$ cat src/dpcmd_defines.svh
// constants for the two-wire digital potentiometer command interpreter
// assumes inclusion by bare name from the core module and the bench
`ifndef DPCMD_DEFINES_SVH
`define DPCMD_DEFINES_SVH
`define DPCMD_OP_RD_WIPER 4'h9
`define DPCMD_OP_WR_WIPER 4'hA
`define DPCMD_OP_RD_STORE 4'hB
`define DPCMD_OP_WR_STORE 4'hC
`define DPCMD_OP_XFR_TO_WIPER 4'hD
`define DPCMD_OP_XFR_TO_STORE 4'hE
`define DPCMD_OP_STEP 4'h2
`define DPCMD_ADDR_BIT_ONE 1'h0
`define DPCMD_TAP_MAX 6'h3F
`define DPCMD_STORE_RST 6'h20
`define DPCMD_CLK_MHZ 125
`define DPCMD_NV_WRITE_MS 10
`define DPCMD_NV_WRITE_CYC (`DPCMD_NV_WRITE_MS * 1000 * `DPCMD_CLK_MHZ)
`endif

$ cat src/dpcmd_pkg.sv
// types shared by the potentiometer command interpreter
// assumes dpcmd_defines.svh holds all numeric constants
package dpcmd_pkg;
    typedef enum logic [2:0] {
        DPCMD_IDLE = 3'b000,
        DPCMD_ADDR = 3'b001,
        DPCMD_INSTR = 3'b011,
        DPCMD_DATA = 3'b010,
        DPCMD_SEND = 3'b110,
        DPCMD_STEP = 3'b111,
        DPCMD_SKIP = 3'b101
    } dpcmd_state_e;
    typedef struct packed {
        logic scl;
        logic sda;
    } dpcmd_bus_s;
    typedef struct packed {
        logic [3:0] opcode;
        logic [1:0] sel;
    } dpcmd_instr_s;
endpackage

$ cat src/dpcmd_sync.sv
// three-stage pin synchroniser with agreement filter
// assumes asynchronous pins; output is a clean level in ref_clk_in domain
`timescale 1ns/1ps
module dpcmd_sync #(
    parameter int WIDTH = 2
) (
    input wire logic ref_clk_in,
    input wire logic rst_in,
    input wire logic [WIDTH-1:0] pin_in,
    output logic [WIDTH-1:0] level_out
);
    logic [WIDTH-1:0] s1_q;
    logic [WIDTH-1:0] s2_q;
    logic [WIDTH-1:0] s3_q;
    logic [WIDTH-1:0] lvl_q;
    genvar i;
    generate
        for (i = 0; i < WIDTH; i++) begin : g_bit
            always_ff @(posedge ref_clk_in or posedge rst_in) begin
                if (rst_in) begin
                    s1_q[i] <= 1'b1;
                    s2_q[i] <= 1'b1;
                    s3_q[i] <= 1'b1;
                    lvl_q[i] <= 1'b1;
                end else begin
                    s1_q[i] <= pin_in[i];
                    s2_q[i] <= s1_q[i];
                    s3_q[i] <= s2_q[i];
                    // a change counts once the two later stages agree
                    if (s2_q[i] == s3_q[i]) begin
                        lvl_q[i] <= s3_q[i];
                    end
                end
            end
        end
    endgenerate
    assign level_out = lvl_q;
endmodule // dpcmd_sync

$ cat src/dpcmd_core.sv
// two-wire command interpreter of a 64-tap digital potentiometer
// assumes scl/sda pins sampled by ref_clk_in, well above the bus rate
// Functional notes
// RULE_01 - read wiper returns two zeros, six bits
// RULE_02 - write wiper takes data byte, acks each
// RULE_03 - read store returns selected six-bit value
// RULE_04 - write store, stop starts nonvolatile write
// RULE_05 - copy store into wiper, no data byte
// RULE_06 - save wiper into store on stop
// RULE_07 - step mode: unacked step bits until stop
// RULE_08 - step up if sda high, else down
// RULE_09 - nonvolatile write finishes within ten ms
// RULE_10 - reset loads store zero into wiper
// RULE_11 - six-bit wiper decodes to one-hot taps
// RULE_12 - address mismatch: no acknowledge, frame ignored
`timescale 1ns/1ps
`include "dpcmd_defines.svh"
module dpcmd_core #(
    parameter int NV_WRITE_CYC = `DPCMD_NV_WRITE_CYC,
    // device type identifier; the default value is arbitrary
    parameter logic [3:0] TYPE_ID = 4'h6
) (
    input wire logic ref_clk_in,
    input wire logic rst_in,
    input wire logic scl_in,
    input wire logic sda_in,
    output logic sda_out,
    output logic sda_oe_out,
    input wire logic addr_strap_high_in,
    input wire logic addr_strap_mid_in,
    input wire logic addr_strap_low_in,
    output logic [5:0] wiper_position_out,
    output logic [63:0] tap_select_out,
    output logic nv_busy_out
);
    dpcmd_pkg::dpcmd_bus_s bus;
    dpcmd_pkg::dpcmd_bus_s bus_prev_q;
    dpcmd_pkg::dpcmd_state_e state_q;
    dpcmd_pkg::dpcmd_instr_s instr_q;
    // straps ride the same synchroniser as the bus pins
    logic [4:0] pins_lvl;
    logic op_rd_q;
    logic op_data_q;
    logic [7:0] shift_q;
    logic [3:0] bitcnt_q;
    logic ack_phase_q;
    logic ack_drive_q;
    logic [5:0] wiper_position_reg_q;
    logic [5:0] nonvolatile_store_reg_q [4];
    logic nv_pend_q;
    logic [1:0] nv_sel_q;
    logic [5:0] nv_data_q;
    logic [31:0] nv_cnt_q;
    logic [7:0] tx_q;

    dpcmd_sync #(.WIDTH(5)) i_dpcmd_sync (
        .ref_clk_in(ref_clk_in),
        .rst_in(rst_in),
        .pin_in({addr_strap_high_in, addr_strap_mid_in, addr_strap_low_in,
                 scl_in, sda_in}),
        .level_out(pins_lvl)
    );
    assign bus.scl = pins_lvl[1];
    assign bus.sda = pins_lvl[0];

    wire scl_rise = bus.scl & ~bus_prev_q.scl;
    wire scl_fall = ~bus.scl & bus_prev_q.scl;
    wire start_det = bus.scl & bus_prev_q.scl & bus_prev_q.sda & ~bus.sda;
    wire stop_det = bus.scl & bus_prev_q.scl & ~bus_prev_q.sda & bus.sda;
    wire [7:0] byte_in = {shift_q[6:0], bus.sda};
    wire byte_done = scl_rise & (bitcnt_q == 4'd7) & ~ack_phase_q;
    wire addr_match = (byte_in[7:4] == TYPE_ID)
        & (byte_in[3] == pins_lvl[4])
        & (byte_in[2] == pins_lvl[3])
        & (byte_in[1] == `DPCMD_ADDR_BIT_ONE)
        & (byte_in[0] == pins_lvl[2]); // RULE_12
    wire [3:0] op = byte_in[7:4];
    wire op_rd = (op == `DPCMD_OP_RD_WIPER) | (op == `DPCMD_OP_RD_STORE);
    wire op_data = (op == `DPCMD_OP_WR_WIPER) | (op == `DPCMD_OP_WR_STORE);
    wire op_valid = op_rd | op_data | (op == `DPCMD_OP_XFR_TO_WIPER)
        | (op == `DPCMD_OP_XFR_TO_STORE) | (op == `DPCMD_OP_STEP);
    wire [5:0] rd_val = (op == `DPCMD_OP_RD_WIPER) ? wiper_position_reg_q
        : nonvolatile_store_reg_q[byte_in[3:2]]; // RULE_01 RULE_03
    wire step_up = wiper_position_reg_q != `DPCMD_TAP_MAX;
    wire step_dn = wiper_position_reg_q != 6'h00;
    wire nv_done = nv_pend_q & (nv_cnt_q == 32'(NV_WRITE_CYC - 1));

    always_ff @(posedge ref_clk_in or posedge rst_in) begin
        if (rst_in) begin
            bus_prev_q <= '{scl: 1'b1, sda: 1'b1};
        end else begin
            bus_prev_q <= bus;
        end
    end

    // bus framing: bit counter, acknowledge slot and state
    always_ff @(posedge ref_clk_in or posedge rst_in) begin
        if (rst_in) begin
            state_q <= dpcmd_pkg::DPCMD_IDLE;
            instr_q <= '0;
            shift_q <= 8'h00;
            bitcnt_q <= 4'd0;
            ack_phase_q <= 1'b0;
            ack_drive_q <= 1'b0;
            tx_q <= 8'h00;
        end else if (start_det) begin
            state_q <= dpcmd_pkg::DPCMD_ADDR;
            bitcnt_q <= 4'd0;
            ack_phase_q <= 1'b0;
            ack_drive_q <= 1'b0;
        end else if (stop_det) begin
            state_q <= dpcmd_pkg::DPCMD_IDLE;
            ack_drive_q <= 1'b0;
        end else begin
            case (state_q)
                dpcmd_pkg::DPCMD_ADDR, dpcmd_pkg::DPCMD_INSTR,
                dpcmd_pkg::DPCMD_DATA: begin
                    if (scl_rise & ~ack_phase_q) begin
                        shift_q <= byte_in;
                        bitcnt_q <= bitcnt_q + 4'd1;
                    end
                    if (byte_done) begin
                        ack_phase_q <= 1'b1;
                    end
                    if (scl_fall & ack_phase_q & bitcnt_q == 4'd8) begin
                        // entering acknowledge slot
                        ack_drive_q <= 1'b1;
                        bitcnt_q <= 4'd9;
                    end else if (scl_fall & bitcnt_q == 4'd9) begin
                        ack_drive_q <= 1'b0;
                        ack_phase_q <= 1'b0;
                        bitcnt_q <= 4'd0;
                        case (state_q)
                            dpcmd_pkg::DPCMD_INSTR: begin
                                if (instr_q.opcode == `DPCMD_OP_STEP) begin
                                    state_q <= dpcmd_pkg::DPCMD_STEP; // RULE_07
                                end else if (op_rd_q) begin
                                    state_q <= dpcmd_pkg::DPCMD_SEND;
                                end else if (op_data_q) begin
                                    state_q <= dpcmd_pkg::DPCMD_DATA;
                                end else begin
                                    state_q <= dpcmd_pkg::DPCMD_SKIP;
                                end
                            end
                            dpcmd_pkg::DPCMD_ADDR: begin
                                state_q <= dpcmd_pkg::DPCMD_INSTR;
                            end
                            default: begin
                                state_q <= dpcmd_pkg::DPCMD_SKIP;
                            end
                        endcase
                    end
                    if (byte_done) begin
                        if (state_q == dpcmd_pkg::DPCMD_ADDR & ~addr_match) begin
                            state_q <= dpcmd_pkg::DPCMD_SKIP; // RULE_12
                            ack_phase_q <= 1'b0;
                        end else if (state_q == dpcmd_pkg::DPCMD_INSTR) begin
                            if (op_valid) begin
                                instr_q <= '{opcode: op, sel: byte_in[3:2]};
                                tx_q <= {2'b00, rd_val};
                            end else begin
                                state_q <= dpcmd_pkg::DPCMD_SKIP;
                                ack_phase_q <= 1'b0;
                            end
                        end
                    end
                end
                dpcmd_pkg::DPCMD_SEND: begin
                    // shift out on falling edge; master ack ignored
                    if (scl_fall) begin
                        if (bitcnt_q == 4'd8) begin
                            state_q <= dpcmd_pkg::DPCMD_SKIP;
                        end else begin
                            tx_q <= {tx_q[6:0], 1'b0};
                            bitcnt_q <= bitcnt_q + 4'd1;
                        end
                    end
                end
                dpcmd_pkg::DPCMD_IDLE, dpcmd_pkg::DPCMD_STEP,
                dpcmd_pkg::DPCMD_SKIP: begin
                    ack_drive_q <= 1'b0;
                end
                default: begin
                    state_q <= dpcmd_pkg::DPCMD_IDLE;
                end
            endcase
        end
    end

    always_ff @(posedge ref_clk_in or posedge rst_in) begin
        if (rst_in) begin
            op_rd_q <= 1'b0;
            op_data_q <= 1'b0;
        end else if (byte_done & state_q == dpcmd_pkg::DPCMD_INSTR) begin
            op_rd_q <= op_rd;
            op_data_q <= op_data;
        end
    end

    wire wr_wiper = byte_done & (state_q == dpcmd_pkg::DPCMD_DATA)
        & (instr_q.opcode == `DPCMD_OP_WR_WIPER); // RULE_02
    wire wr_store = byte_done & (state_q == dpcmd_pkg::DPCMD_DATA)
        & (instr_q.opcode == `DPCMD_OP_WR_STORE);
    wire xfr_wiper = byte_done & (state_q == dpcmd_pkg::DPCMD_INSTR)
        & (op == `DPCMD_OP_XFR_TO_WIPER); // RULE_05
    wire step_ev = scl_rise & (state_q == dpcmd_pkg::DPCMD_STEP);
    // an nv write is armed by its frame and launched only by the stop
    logic arm_q;
    always_ff @(posedge ref_clk_in or posedge rst_in) begin
        if (rst_in) begin
            arm_q <= 1'b0;
            nv_sel_q <= 2'd0;
            nv_data_q <= 6'h00;
        end else if (start_det) begin
            arm_q <= 1'b0;
        end else if (wr_store) begin
            arm_q <= 1'b1; // RULE_04
            nv_sel_q <= instr_q.sel;
            nv_data_q <= byte_in[5:0];
        end else if (byte_done & state_q == dpcmd_pkg::DPCMD_INSTR
            & op == `DPCMD_OP_XFR_TO_STORE) begin
            arm_q <= 1'b1; // RULE_06
            nv_sel_q <= byte_in[3:2];
            nv_data_q <= wiper_position_reg_q;
        end else if (stop_det) begin
            arm_q <= 1'b0;
        end
    end

    // storage is initialised at reset; a real part keeps it across power
    always_ff @(posedge ref_clk_in or posedge rst_in) begin
        if (rst_in) begin
            nv_pend_q <= 1'b0;
            nv_cnt_q <= 32'd0;
            for (int k = 0; k < 4; k++) begin
                nonvolatile_store_reg_q[k] <= `DPCMD_STORE_RST;
            end
        end else if (stop_det & arm_q & ~nv_pend_q) begin
            nv_pend_q <= 1'b1;
            nv_cnt_q <= 32'd0;
        end else if (nv_done) begin
            nv_pend_q <= 1'b0; // RULE_09
            nonvolatile_store_reg_q[nv_sel_q] <= nv_data_q;
        end else if (nv_pend_q) begin
            nv_cnt_q <= nv_cnt_q + 32'd1;
        end
    end

    always_ff @(posedge ref_clk_in or posedge rst_in) begin
        if (rst_in) begin
            wiper_position_reg_q <= `DPCMD_STORE_RST; // RULE_10
        end else if (wr_wiper) begin
            wiper_position_reg_q <= byte_in[5:0];
        end else if (xfr_wiper) begin
            wiper_position_reg_q <= nonvolatile_store_reg_q[byte_in[3:2]];
        end else if (step_ev & bus.sda & step_up) begin
            wiper_position_reg_q <= wiper_position_reg_q + 6'd1; // RULE_08
        end else if (step_ev & ~bus.sda & step_dn) begin
            wiper_position_reg_q <= wiper_position_reg_q - 6'd1; // RULE_08
        end
    end

    genvar t;
    generate
        for (t = 0; t < 64; t++) begin : g_tap
            assign tap_select_out[t] = wiper_position_reg_q == 6'(t); // RULE_11
        end
    endgenerate

    wire send_zero = (state_q == dpcmd_pkg::DPCMD_SEND) & (bitcnt_q != 4'd8)
        & ~tx_q[7];
    assign sda_out = 1'b0;
    assign sda_oe_out = ack_drive_q | send_zero;
    assign wiper_position_out = wiper_position_reg_q;
    assign nv_busy_out = nv_pend_q;
endmodule // dpcmd_core

$ cat config.mk
export PLATFORM = sky130hd
export DESIGN_NAME = dpcmd_core
export DESIGN_NICKNAME = d
export VERILOG_FILES = /design/src/dpcmd_pkg.sv /design/src/dpcmd_sync.sv /design/src/dpcmd_core.sv
export VERILOG_INCLUDE_DIRS = /design/src
export SDC_FILE = /design/constraint.sdc
export NUM_CORES = 1
export LEC_CHECK = 0
export ABC_AREA = 1
export BUFFER_PORTS_ARGS = -buffer_cell sky130_fd_sc_hd__buf_2
export CAP_MARGIN = 5
export CORE_ASPECT_RATIO = 1.75
export CORE_MARGIN = 2
export CORE_UTILIZATION = 60
export CTS_CLUSTER_SIZE = 8
export DETAILED_ROUTE_END_ITERATION = 10
export GPL_TIMING_DRIVEN = 0
export PLACE_DENSITY = 0.85
export SLEW_MARGIN = 30
export SYNTH_ARGS = -nofsm -noshare
export SYNTH_HDL_FRONTEND = slang
export SYNTH_SLANG_ARGS = --single-unit
$ cat constraint.sdc
create_clock -name ref_clk_in -period 4.9 [get_ports ref_clk_in]
set_input_delay 0.245 -clock ref_clk_in [delete_from_list [all_inputs] [get_ports ref_clk_in]]
set_output_delay 0.245 -clock ref_clk_in [all_outputs]
set_load 0.1 [all_outputs]
# Word level (Yosys, flattened, before mapping)

Cells that the tools add are included.

Add/subtract/negate cells: 4
Order comparisons: 3
Equal/unequal tests: 109
Multiplexer cells: 69
Bitwise operators: 56
Reduce and logical (&&, ||, !) cells: 25

Operators by type and width:

| operator                                                          | count |
|---|---|
| 6-bit == test, second input constant                              | 32 |
| 6-bit by 5-bit == test with 1-bit output, second input constant   | 16 |
| 32-bit two-way mux                                                | 3 |
| 6-bit two-way mux                                                 | 10 |
| 6-bit by 4-bit == test with 1-bit output, second input constant   | 8 |
| 8-bit two-way mux                                                 | 6 |
| 4-bit == test, second input constant                              | 10 |
| 3-bit two-way mux                                                 | 13 |
| 1-bit AND                                                         | 34 |
| 32-bit by 1-bit adder with 32-bit output, second input constant   | 1 |
| 32-bit by 21-bit == test with 1-bit output, second input constant | 1 |
| 4-bit two-way mux                                                 | 7 |
| 24-bit bitwise mux                                                | 1 |
| 6-bit by 3-bit == test with 1-bit output, second input constant   | 4 |
| 1-bit two-way mux                                                 | 20 |
| 8-bit case mux with 2 select lines                                | 1 |
| 2-bit != test, second input constant                              | 7 |
| 1-bit inverter                                                    | 13 |
| 6-bit binary-select mux with 2-bit select                         | 1 |
| 6-bit demux with 2-bit select                                     | 1 |
| 6-bit by 2-bit == test with 1-bit output, second input constant   | 2 |
| 4-bit != test, second input constant                              | 3 |
| 4-bit nonzero test                                                | 3 |
| 5-bit != test, second input constant                              | 2 |
| 35 further kinds                                                  | 67 |

Flip-flop bits (word level): 126
Output and inout port bits: 73

# Longest topological paths before layout

Gate-level depths: netlist of run 1.

Depth after elaboration: 14
Gate-level depth with buffers: 12
Depth with buffers taken out: 11

# Hierarchy

From an unflattened synthesis of run 1, not the netlist that was laid out.

Cells, all modules: 1169
Area, all modules: 7746.2 µm²

Modules (own cells, without submodules):

| module     | times used | cells an instance | area each (µm²) | sequential area each (µm²) |
|---|---|---|---|---|
| dpcmd_core | 1          | 1128              | 7135.6          | 2661.3 |
| dpcmd_sync | 1          | 41                | 610.6           | 525.5 |

# Least setup slack after synthesis of run 1

Ideal clock, no wire load.

Path kind: reg-to-output
Start point: register wiper_position_reg_q[1] (netlist: wiper_position_out[1])
End point: output port tap_select_out[15]
Arrival time: 2946 ps
Data required time: 4655 ps
Path slack: 1709 ps
Cell stages (with the launch flop): 6
Cells stage by stage: dfrtp_1 -> ha_1 -> inv_1 -> nor2_1 -> inv_1 -> nor2_1

Longest elaborated chain between the ends: 1

Ends and longest elaborated chain:

| what                                     | line              | text |
|---|---|---|
| start, declared                          | dpcmd_core.sv:48  | `logic [5:0] wiper_position_reg_q;` |
| start signal, assigned                   | dpcmd_core.sv:251 | `` wiper_position_reg_q <= `DPCMD_STORE_RST; `` |
| start signal, assigned                   | dpcmd_core.sv:253 | `wiper_position_reg_q <= byte_in[5:0];` |
| start signal, assigned                   | dpcmd_core.sv:255 | `wiper_position_reg_q <= nonvolatile_store_reg_q[byte_in[3:2]];` |
| 6-bit by 4-bit == test with 1-bit output | dpcmd_core.sv:266 | `assign tap_select_out[t] = wiper_position_reg_q == 6'(t);` |
| end, declared                            | dpcmd_core.sv:33  | `output logic [63:0] tap_select_out,` |

Every way passes these cells.

# Final worst setup path of run 1

Start point: register wiper_position_reg_q[0] (netlist: wiper_position_out[0])
End point: output port tap_select_out[16]

Longest elaborated chain between the ends: 1

Ends and longest elaborated chain:

| what                                     | line |
|---|---|
| 6-bit by 5-bit == test with 1-bit output | dpcmd_core.sv:266 |

Every way passes these cells.

==> out/metrics.csv, run 1 <==
metric;value;unit
required;4.66;ns
postCtsSetupBuffers;0;
drtIter0Drc;600;
crit_slowest_cell;dfrtp_1;
hp-class;in2async;
hold_buffers;6;
period_needed;2.77;ns
hold_viol_final;0;
crit_path_end_kind;primary output;
mostFrequentLayoutCells;nand2_1, nor2_1, nand3_1, dfrtp_1, buf_2;
fp.dieH;153;µm
place_hpwl;15800;µm
syn_inst;1057;
setup_viol;0;
fin_tns_setup;0;ns
fp.dieW;89.2;µm
cts_sinks;126;
yosys-top-cells-area;dfrtp_1, nand2_1, dfstp_2;
cts_buffer_depth;2;
setup.worst_path.class;reg2out;
tritoncts;done;
gp_congestion;0.943;
critPathTopFamily;buffers and inverters;
row_count;54;
tightest_slew;0.711;ns
via_count;7453;
startpoint_type;flip-flop;
rsz0062_at_grt;false;
cp.depth;7;
antenna_found_initial;0;
path_clk_slew;0.06;ns
path_max_fanout;8;
grt_overflow;0;
clock_latency;0.43;ns
final_common_cell;nand2_1;
synth-main-ff-cell;dfrtp_1;
grt_pass1_vias;7465;
grt_pass1_wl;35100;µm
placed_cell_area;8250;µm²
start_util;61.3;%
crit_arrival;2.52;ns
cpMostUsedCell;inv_1;
first_pass_iters;5;
synth-seq-cells;126;
core_area;12400;µm²
fin_crit_sh;56.5;%
finish.instance_area;8870;µm²
status;complete, no violations;
dieArea;13700;µm²
area_growth;16.5;%
p_leak;0.00443;µW
fin_util;71.4;%
drc;0;
crit_chain;inv_1 -> ha_1 -> inv_1 -> nor3_1 -> inv_1 -> nor2_1 -> buf_2;
worst_path_largest_cell_delay;0.48;ns
grt_max_degree;96;
cts_buffers;17;
yosys_warnings;0;
cap_violations;0;
skew;0.00920;ns
final_nets;1177;
r2r_cells;10;
syn_nets;1073;
ys_seq_area_share;41.8;%
ios;80;
synth_area;7620;µm²
grt.total_usage;33.3;%
post_drt_wl_per_cell;16.1;µm
async_reset_ff_share;100;%
post_cts_resized;0;
max_freq;0.361;GHz
synth_top_area_share;32.5;%
drt_wl_total;21600;µm
synth_top_area_cell;dfrtp_1;
drive_gt1_share;17.1;%
ir_drop;0.237;mV
synth_edf_count;0;
powerDensity;266;nW/µm²
synth_cell_types;46;
syn_area_per_cell;7.21;µm²
antenna_left;0;
slew_viol_final;0;
htreeDepth;4;
crit_buf_inv;4;
port_buffers;78;
maxSlewHeadroom;52.2;%
antenna_cells;0;
cts-root-buf;clkbuf_16;
viasPerCell;5.55;
synth_stat cells (2+ instances only):
library cell  count
a21o_1            2
a21oi_1          16
buf_2            13
buf_6             7
clkbuf_1         14
dfrtp_1          99
dfstp_2          27
ha_1              9
inv_1            80
inv_2             9
maj3_1            5
nand2_1         319
nand2_2           5
nand2_4           2
nand3_1         105
nand3_2           5
nand3b_1          3
nand4_1          34
nand4_2           2
nor2_1          152
nor2_2            2
nor2_4            3
nor2_8            3
nor3_1           12
nor3_2            4
nor3b_1           3
o21ai_0          60
o21ai_1          19
o22ai_1           2
xnor2_1           6
xor2_1           20
registers in the layout, summed over array words and instances (netlist names):
signal                   flops
i_dpcmd_sync.s2_q            5
nv_busy_out                  1
arm_q                        1
i_dpcmd_sync.s1_q            5
op_rd_q                      1
op_data_q                    1
ack_drive_q                  1
shift_q                      7
bitcnt_q                     4
bus_prev_q                   2
tx_q                         8
wiper_position_out           6
ack_phase_q                  1
state_q                      3
i_dpcmd_sync.level_out       5
nv_data_q                    6
nv_sel_q                     2
i_dpcmd_sync.s3_q            5
nonvolatile_store_reg_q     24
nv_cnt_q                    32
instr_q                      6
per-layer routing:
| metal | global-route usage [%] | share of wire (%) |
|---|---|---|
| met5 | 0 | 0 |
| met4 | 23.0 | 7.0 |
| met3 | 5.72 | 4.0 |
| met2 | 59.3 | 54 |
| met1 | 33.5 | 36 |
path summary, 6_finish.rpt:
check	slack [ns]	end	from
setup / recovery	2.13	tap_select_out[16]	wiper_position_out[0]
hold / removal	0.32	state_q[2]	rst_in
setup reg to reg	2.48	wiper_position_out[3]	wiper_position_out[0]
hold reg to reg	0.36	i_dpcmd_sync.s2_q[2]	i_dpcmd_sync.s1_q[2]
max in group asynchronous	3.80	wiper_position_out[5]	rst_in
min in group ref_clk_in	0.36	i_dpcmd_sync.s2_q[2]	i_dpcmd_sync.s1_q[2]
layout make-up:
type / instances / area, µm²
multi-input combinational: 804 / 3880
fill: 1054 / 3560
sequential: 126 / 3190
timing repair buffer: 85 / 478
clock buffer: 18 / 439
inverter: 91 / 350
tap: 168 / 210
buffer: 36 / 209
clock inverter: 14 / 120
per-stage QoR:
stage	setup WS (ns)	instances	total power [µW]	hold WS [ns]
global route	2.01	1342	2420	0.359
global placement	-0.00229	1303	1170	0.346
detailed placement	2.59	1304	1170	0.222
floorplan	1.34	1057	1150	0.249
CTS	2.19	1342	2360	0.332
finish	2.13	1342	2360	0.324
logic make-up (layout without fill, tap and decap cells):
group	Yosys count	in the layout	share of synthesized area (%)
AO/OA/AOI/OAI	106	106	7.31
XOR/XNOR	26	26	2.99
adder cells (fa/ha/maj)	14	14	2.14
buffers and inverters	127	244	7.24
flip-flops	126	126	41.8
other	1	1	0.0492
AND/OR/NAND/NOR	657	657	38.4
power by group:
group,switching [µW],internal [µW]
Sequential,14.7,1070
Combinational,53.6,23.1
Clock,494,708
Total,562,1800
tightest hold or removal path, cell delays in order:
cell and delay [ns]:
dlygate4sd3_1 0.53, buf_2 0.15, inv_8 0.19
Power figures use the tool's default switching activity.
==> inputs of run 2 (changes only) <==
Clock period 4.9 ns to 2.7 ns, I/O delays scaled along.
==> run 2 against run 1 <==
Final area rose by 3.0%. Critical path depth fell by 1. Clock-buffer cell count is the same. Sequential cell count is the same.
==> out/metrics.csv, run 2 (synthesis results as in run 1) <==
metric;value;unit;change
max_freq;0.392;GHz;
grt_max_degree;29;;was 96
grt.total_usage;33.7;%;was 33.3%
antenna_cells;0;;unchanged
place_ws;0.545;ns;was 2.59 ns
crit_path_end_kind;primary output;;unchanged
drc;0;;unchanged
tritoncts;done;;unchanged
hp-class;in2async;;unchanged
largest_register_ffs;32;;unchanged
fp.dieW;89.2;µm;unchanged
crit_buf_inv;4;;unchanged
hold_viol_final;0;;unchanged
grt_overflow;0;;unchanged
fin_crit_sh;94.5;%;
p_leak;0.00449;µW;was 0.00443 µW
setup.worst_path.class;reg2out;;unchanged
via_count;7619;;was 7453
final_common_cell;nand2_1;;unchanged
core_area;12400;µm²;unchanged
fin_tns_setup;0;ns;unchanged
setup_viol;0;;unchanged
first_pass_iters;9;;was 5
place_hpwl;16300;µm;was 15800 µm
path_clk_slew;0.06;ns;about the same
setup_slack;0.149;ns;was 2.13 ns
tightest_slew;0.695;ns;was 0.711 ns
gp_congestion;0.972;;was 0.943
finalPower;4690;µW;was 2360 µW
crit_slowest_cell;buf_2;;was dfrtp_1
postCtsSetupBuffers;0;;unchanged
row_count;54;;unchanged
cts-root-buf;clkbuf_16;;unchanged
hold_buffers;6;;unchanged
holdWs;0.310;ns;was 0.324 ns
multiInputGateArea;3990;µm²;was 3880 µm²
slew_viol_final;0;;unchanged
cts_buffer_depth;2;;unchanged
drive_gt1_share;20.9;%;was 17.1%
largest-register;nv_cnt_q;;unchanged
crit_chain;clkbuf_2 -> inv_1 -> nand2_1 -> clkbuf_1 -> nor2_2 -> buf_2;;was inv_1 -> ha_1 -> inv_1 -> nor3_1 -> inv_1 -> nor2_1 -> buf_2
drtIter0Drc;545;;was 600
rsz0062_at_grt;false;;unchanged
grt_pass1_wl;35600;µm;was 35100 µm
fill_cells;1053;;was 1054
final_nets;1180;;was 1177
startpoint_type;flip-flop;;unchanged
drt_wl_total;22200;µm;was 21600 µm
fin_util;73.5;%;was 71.4%
htreeDepth;4;;unchanged
worst_path_largest_cell_delay;0.43;ns;was 0.48 ns
path_max_fanout;10;;was 8
viasPerCell;5.66;;was 5.55
seqCellArea;3190;µm²;unchanged
dieArea;13700;µm²;unchanged
reg.largest.list;nv_cnt_q (32), nonvolatile_store_reg_q (24), tx_q (8);;unchanged
period_needed;2.55;ns;
cts_buffers;17;;unchanged
post_cts_resized;0;;unchanged
cap_violations;0;;unchanged
cts_sinks;126;;unchanged
critPathTopFamily;buffers and inverters;;unchanged
post_drt_wl_per_cell;16.5;µm;was 16.1 µm
start_util;61.3;%;unchanged
antenna_found_initial;0;;unchanged
ios;80;;unchanged
crit_arrival;2.42;ns;was 2.52 ns
fp.dieH;153;µm;unchanged
antenna_left;0;;unchanged
powerDensity;514;nW/µm²;was 266 nW/µm²
grt_pass1_vias;7629;;was 7465
port_buffers;78;;unchanged
clock_latency;0.42;ns;was 0.43 ns
ir_drop;0.494;mV;was 0.237 mV
maxSlewHeadroom;53.3;%;was 52.2%
skew;0.00970;ns;was 0.00920 ns
area_growth;19.9;%;was 16.5%
mostFrequentLayoutCells;nand2_1, nor2_1, nand3_1, dfrtp_1, buf_2;;unchanged
required;2.57;ns;was 4.66 ns
status;complete, no violations;;unchanged
## run 2: cell count changes in the layout (fill, tap and decap cells not counted), moves of 2 or more
| cell | change |
|---|---|
| bufinv_16 | +4 |
| buf_12 | +3 |
| clkinvlp_4 | -2 |
| inv_6 | +3 |
| clkinv_2 | -5 |
| nor2_1 | -43 |
| nor2_2 | +43 |
## run 2: worst register-to-register path: stages, from the launching register on
cell,delay [ns]
dfrtp_1,0.42
ha_1,0.21
nand3_1,0.18
nor2_1,0.35
nand4_2,0.31
buf_2,0.28
o21ai_0,0.28
o21ai_1,0.10
## run 2: metal layers
layer  vias up  global-route usage, %  part of all wire [%]
li1       3638                      -                     -
met1      3541                   32.9                    34
met2       322                   60.7                    54
met3       118                   4.97                   4.8
met4         0                   24.6                   7.3
met5         -                      0                     0
## run 2: stage by stage
| step | std cells | instance area (µm²) |
|---|---|---|
| detailed placement | 1307 | 8420 |
| floorplan | 1057 | 7730 |
| global placement | 1303 | 8330 |
| global route | 1345 | 9140 |
| CTS | 1345 | 9140 |
| finish | 1345 | 9140 |
## run 2: final timing paths
path	from	end	slack, ns	cells past startpoint
worst max-delay path	wiper_position_out[4]	tap_select_out[37]	0.15	6
worst min-delay path	rst_in	bitcnt_q[2]	0.31	3
worst max register to register	bitcnt_q[0]	nv_data_q[5]	0.45	7
worst min register to register	i_dpcmd_sync.s1_q[4]	i_dpcmd_sync.s2_q[4]	0.36	0
max in group asynchronous	rst_in	i_dpcmd_sync.s2_q[0]	1.16	7
min in group ref_clk_in	addr_strap_low_in	i_dpcmd_sync.s1_q[2]	0.35	2
## run 2: layout make-up
type,count,area share [%]
timing repair buffer,88,5.89
clock inverter,14,2.52
inverter,91,3.79
clock buffer,18,4.70
multi-input combinational,804,43.6
tap,168,2.30
sequential,126,34.9
buffer,36,2.29
## run 2: power breakdown
group	switching [µW]	total (µW)	internal, µW
clock	921	2580	1660
combinational	97.1	147	49.6
sequential	29.0	1960	1940
total	1050	4690	3650
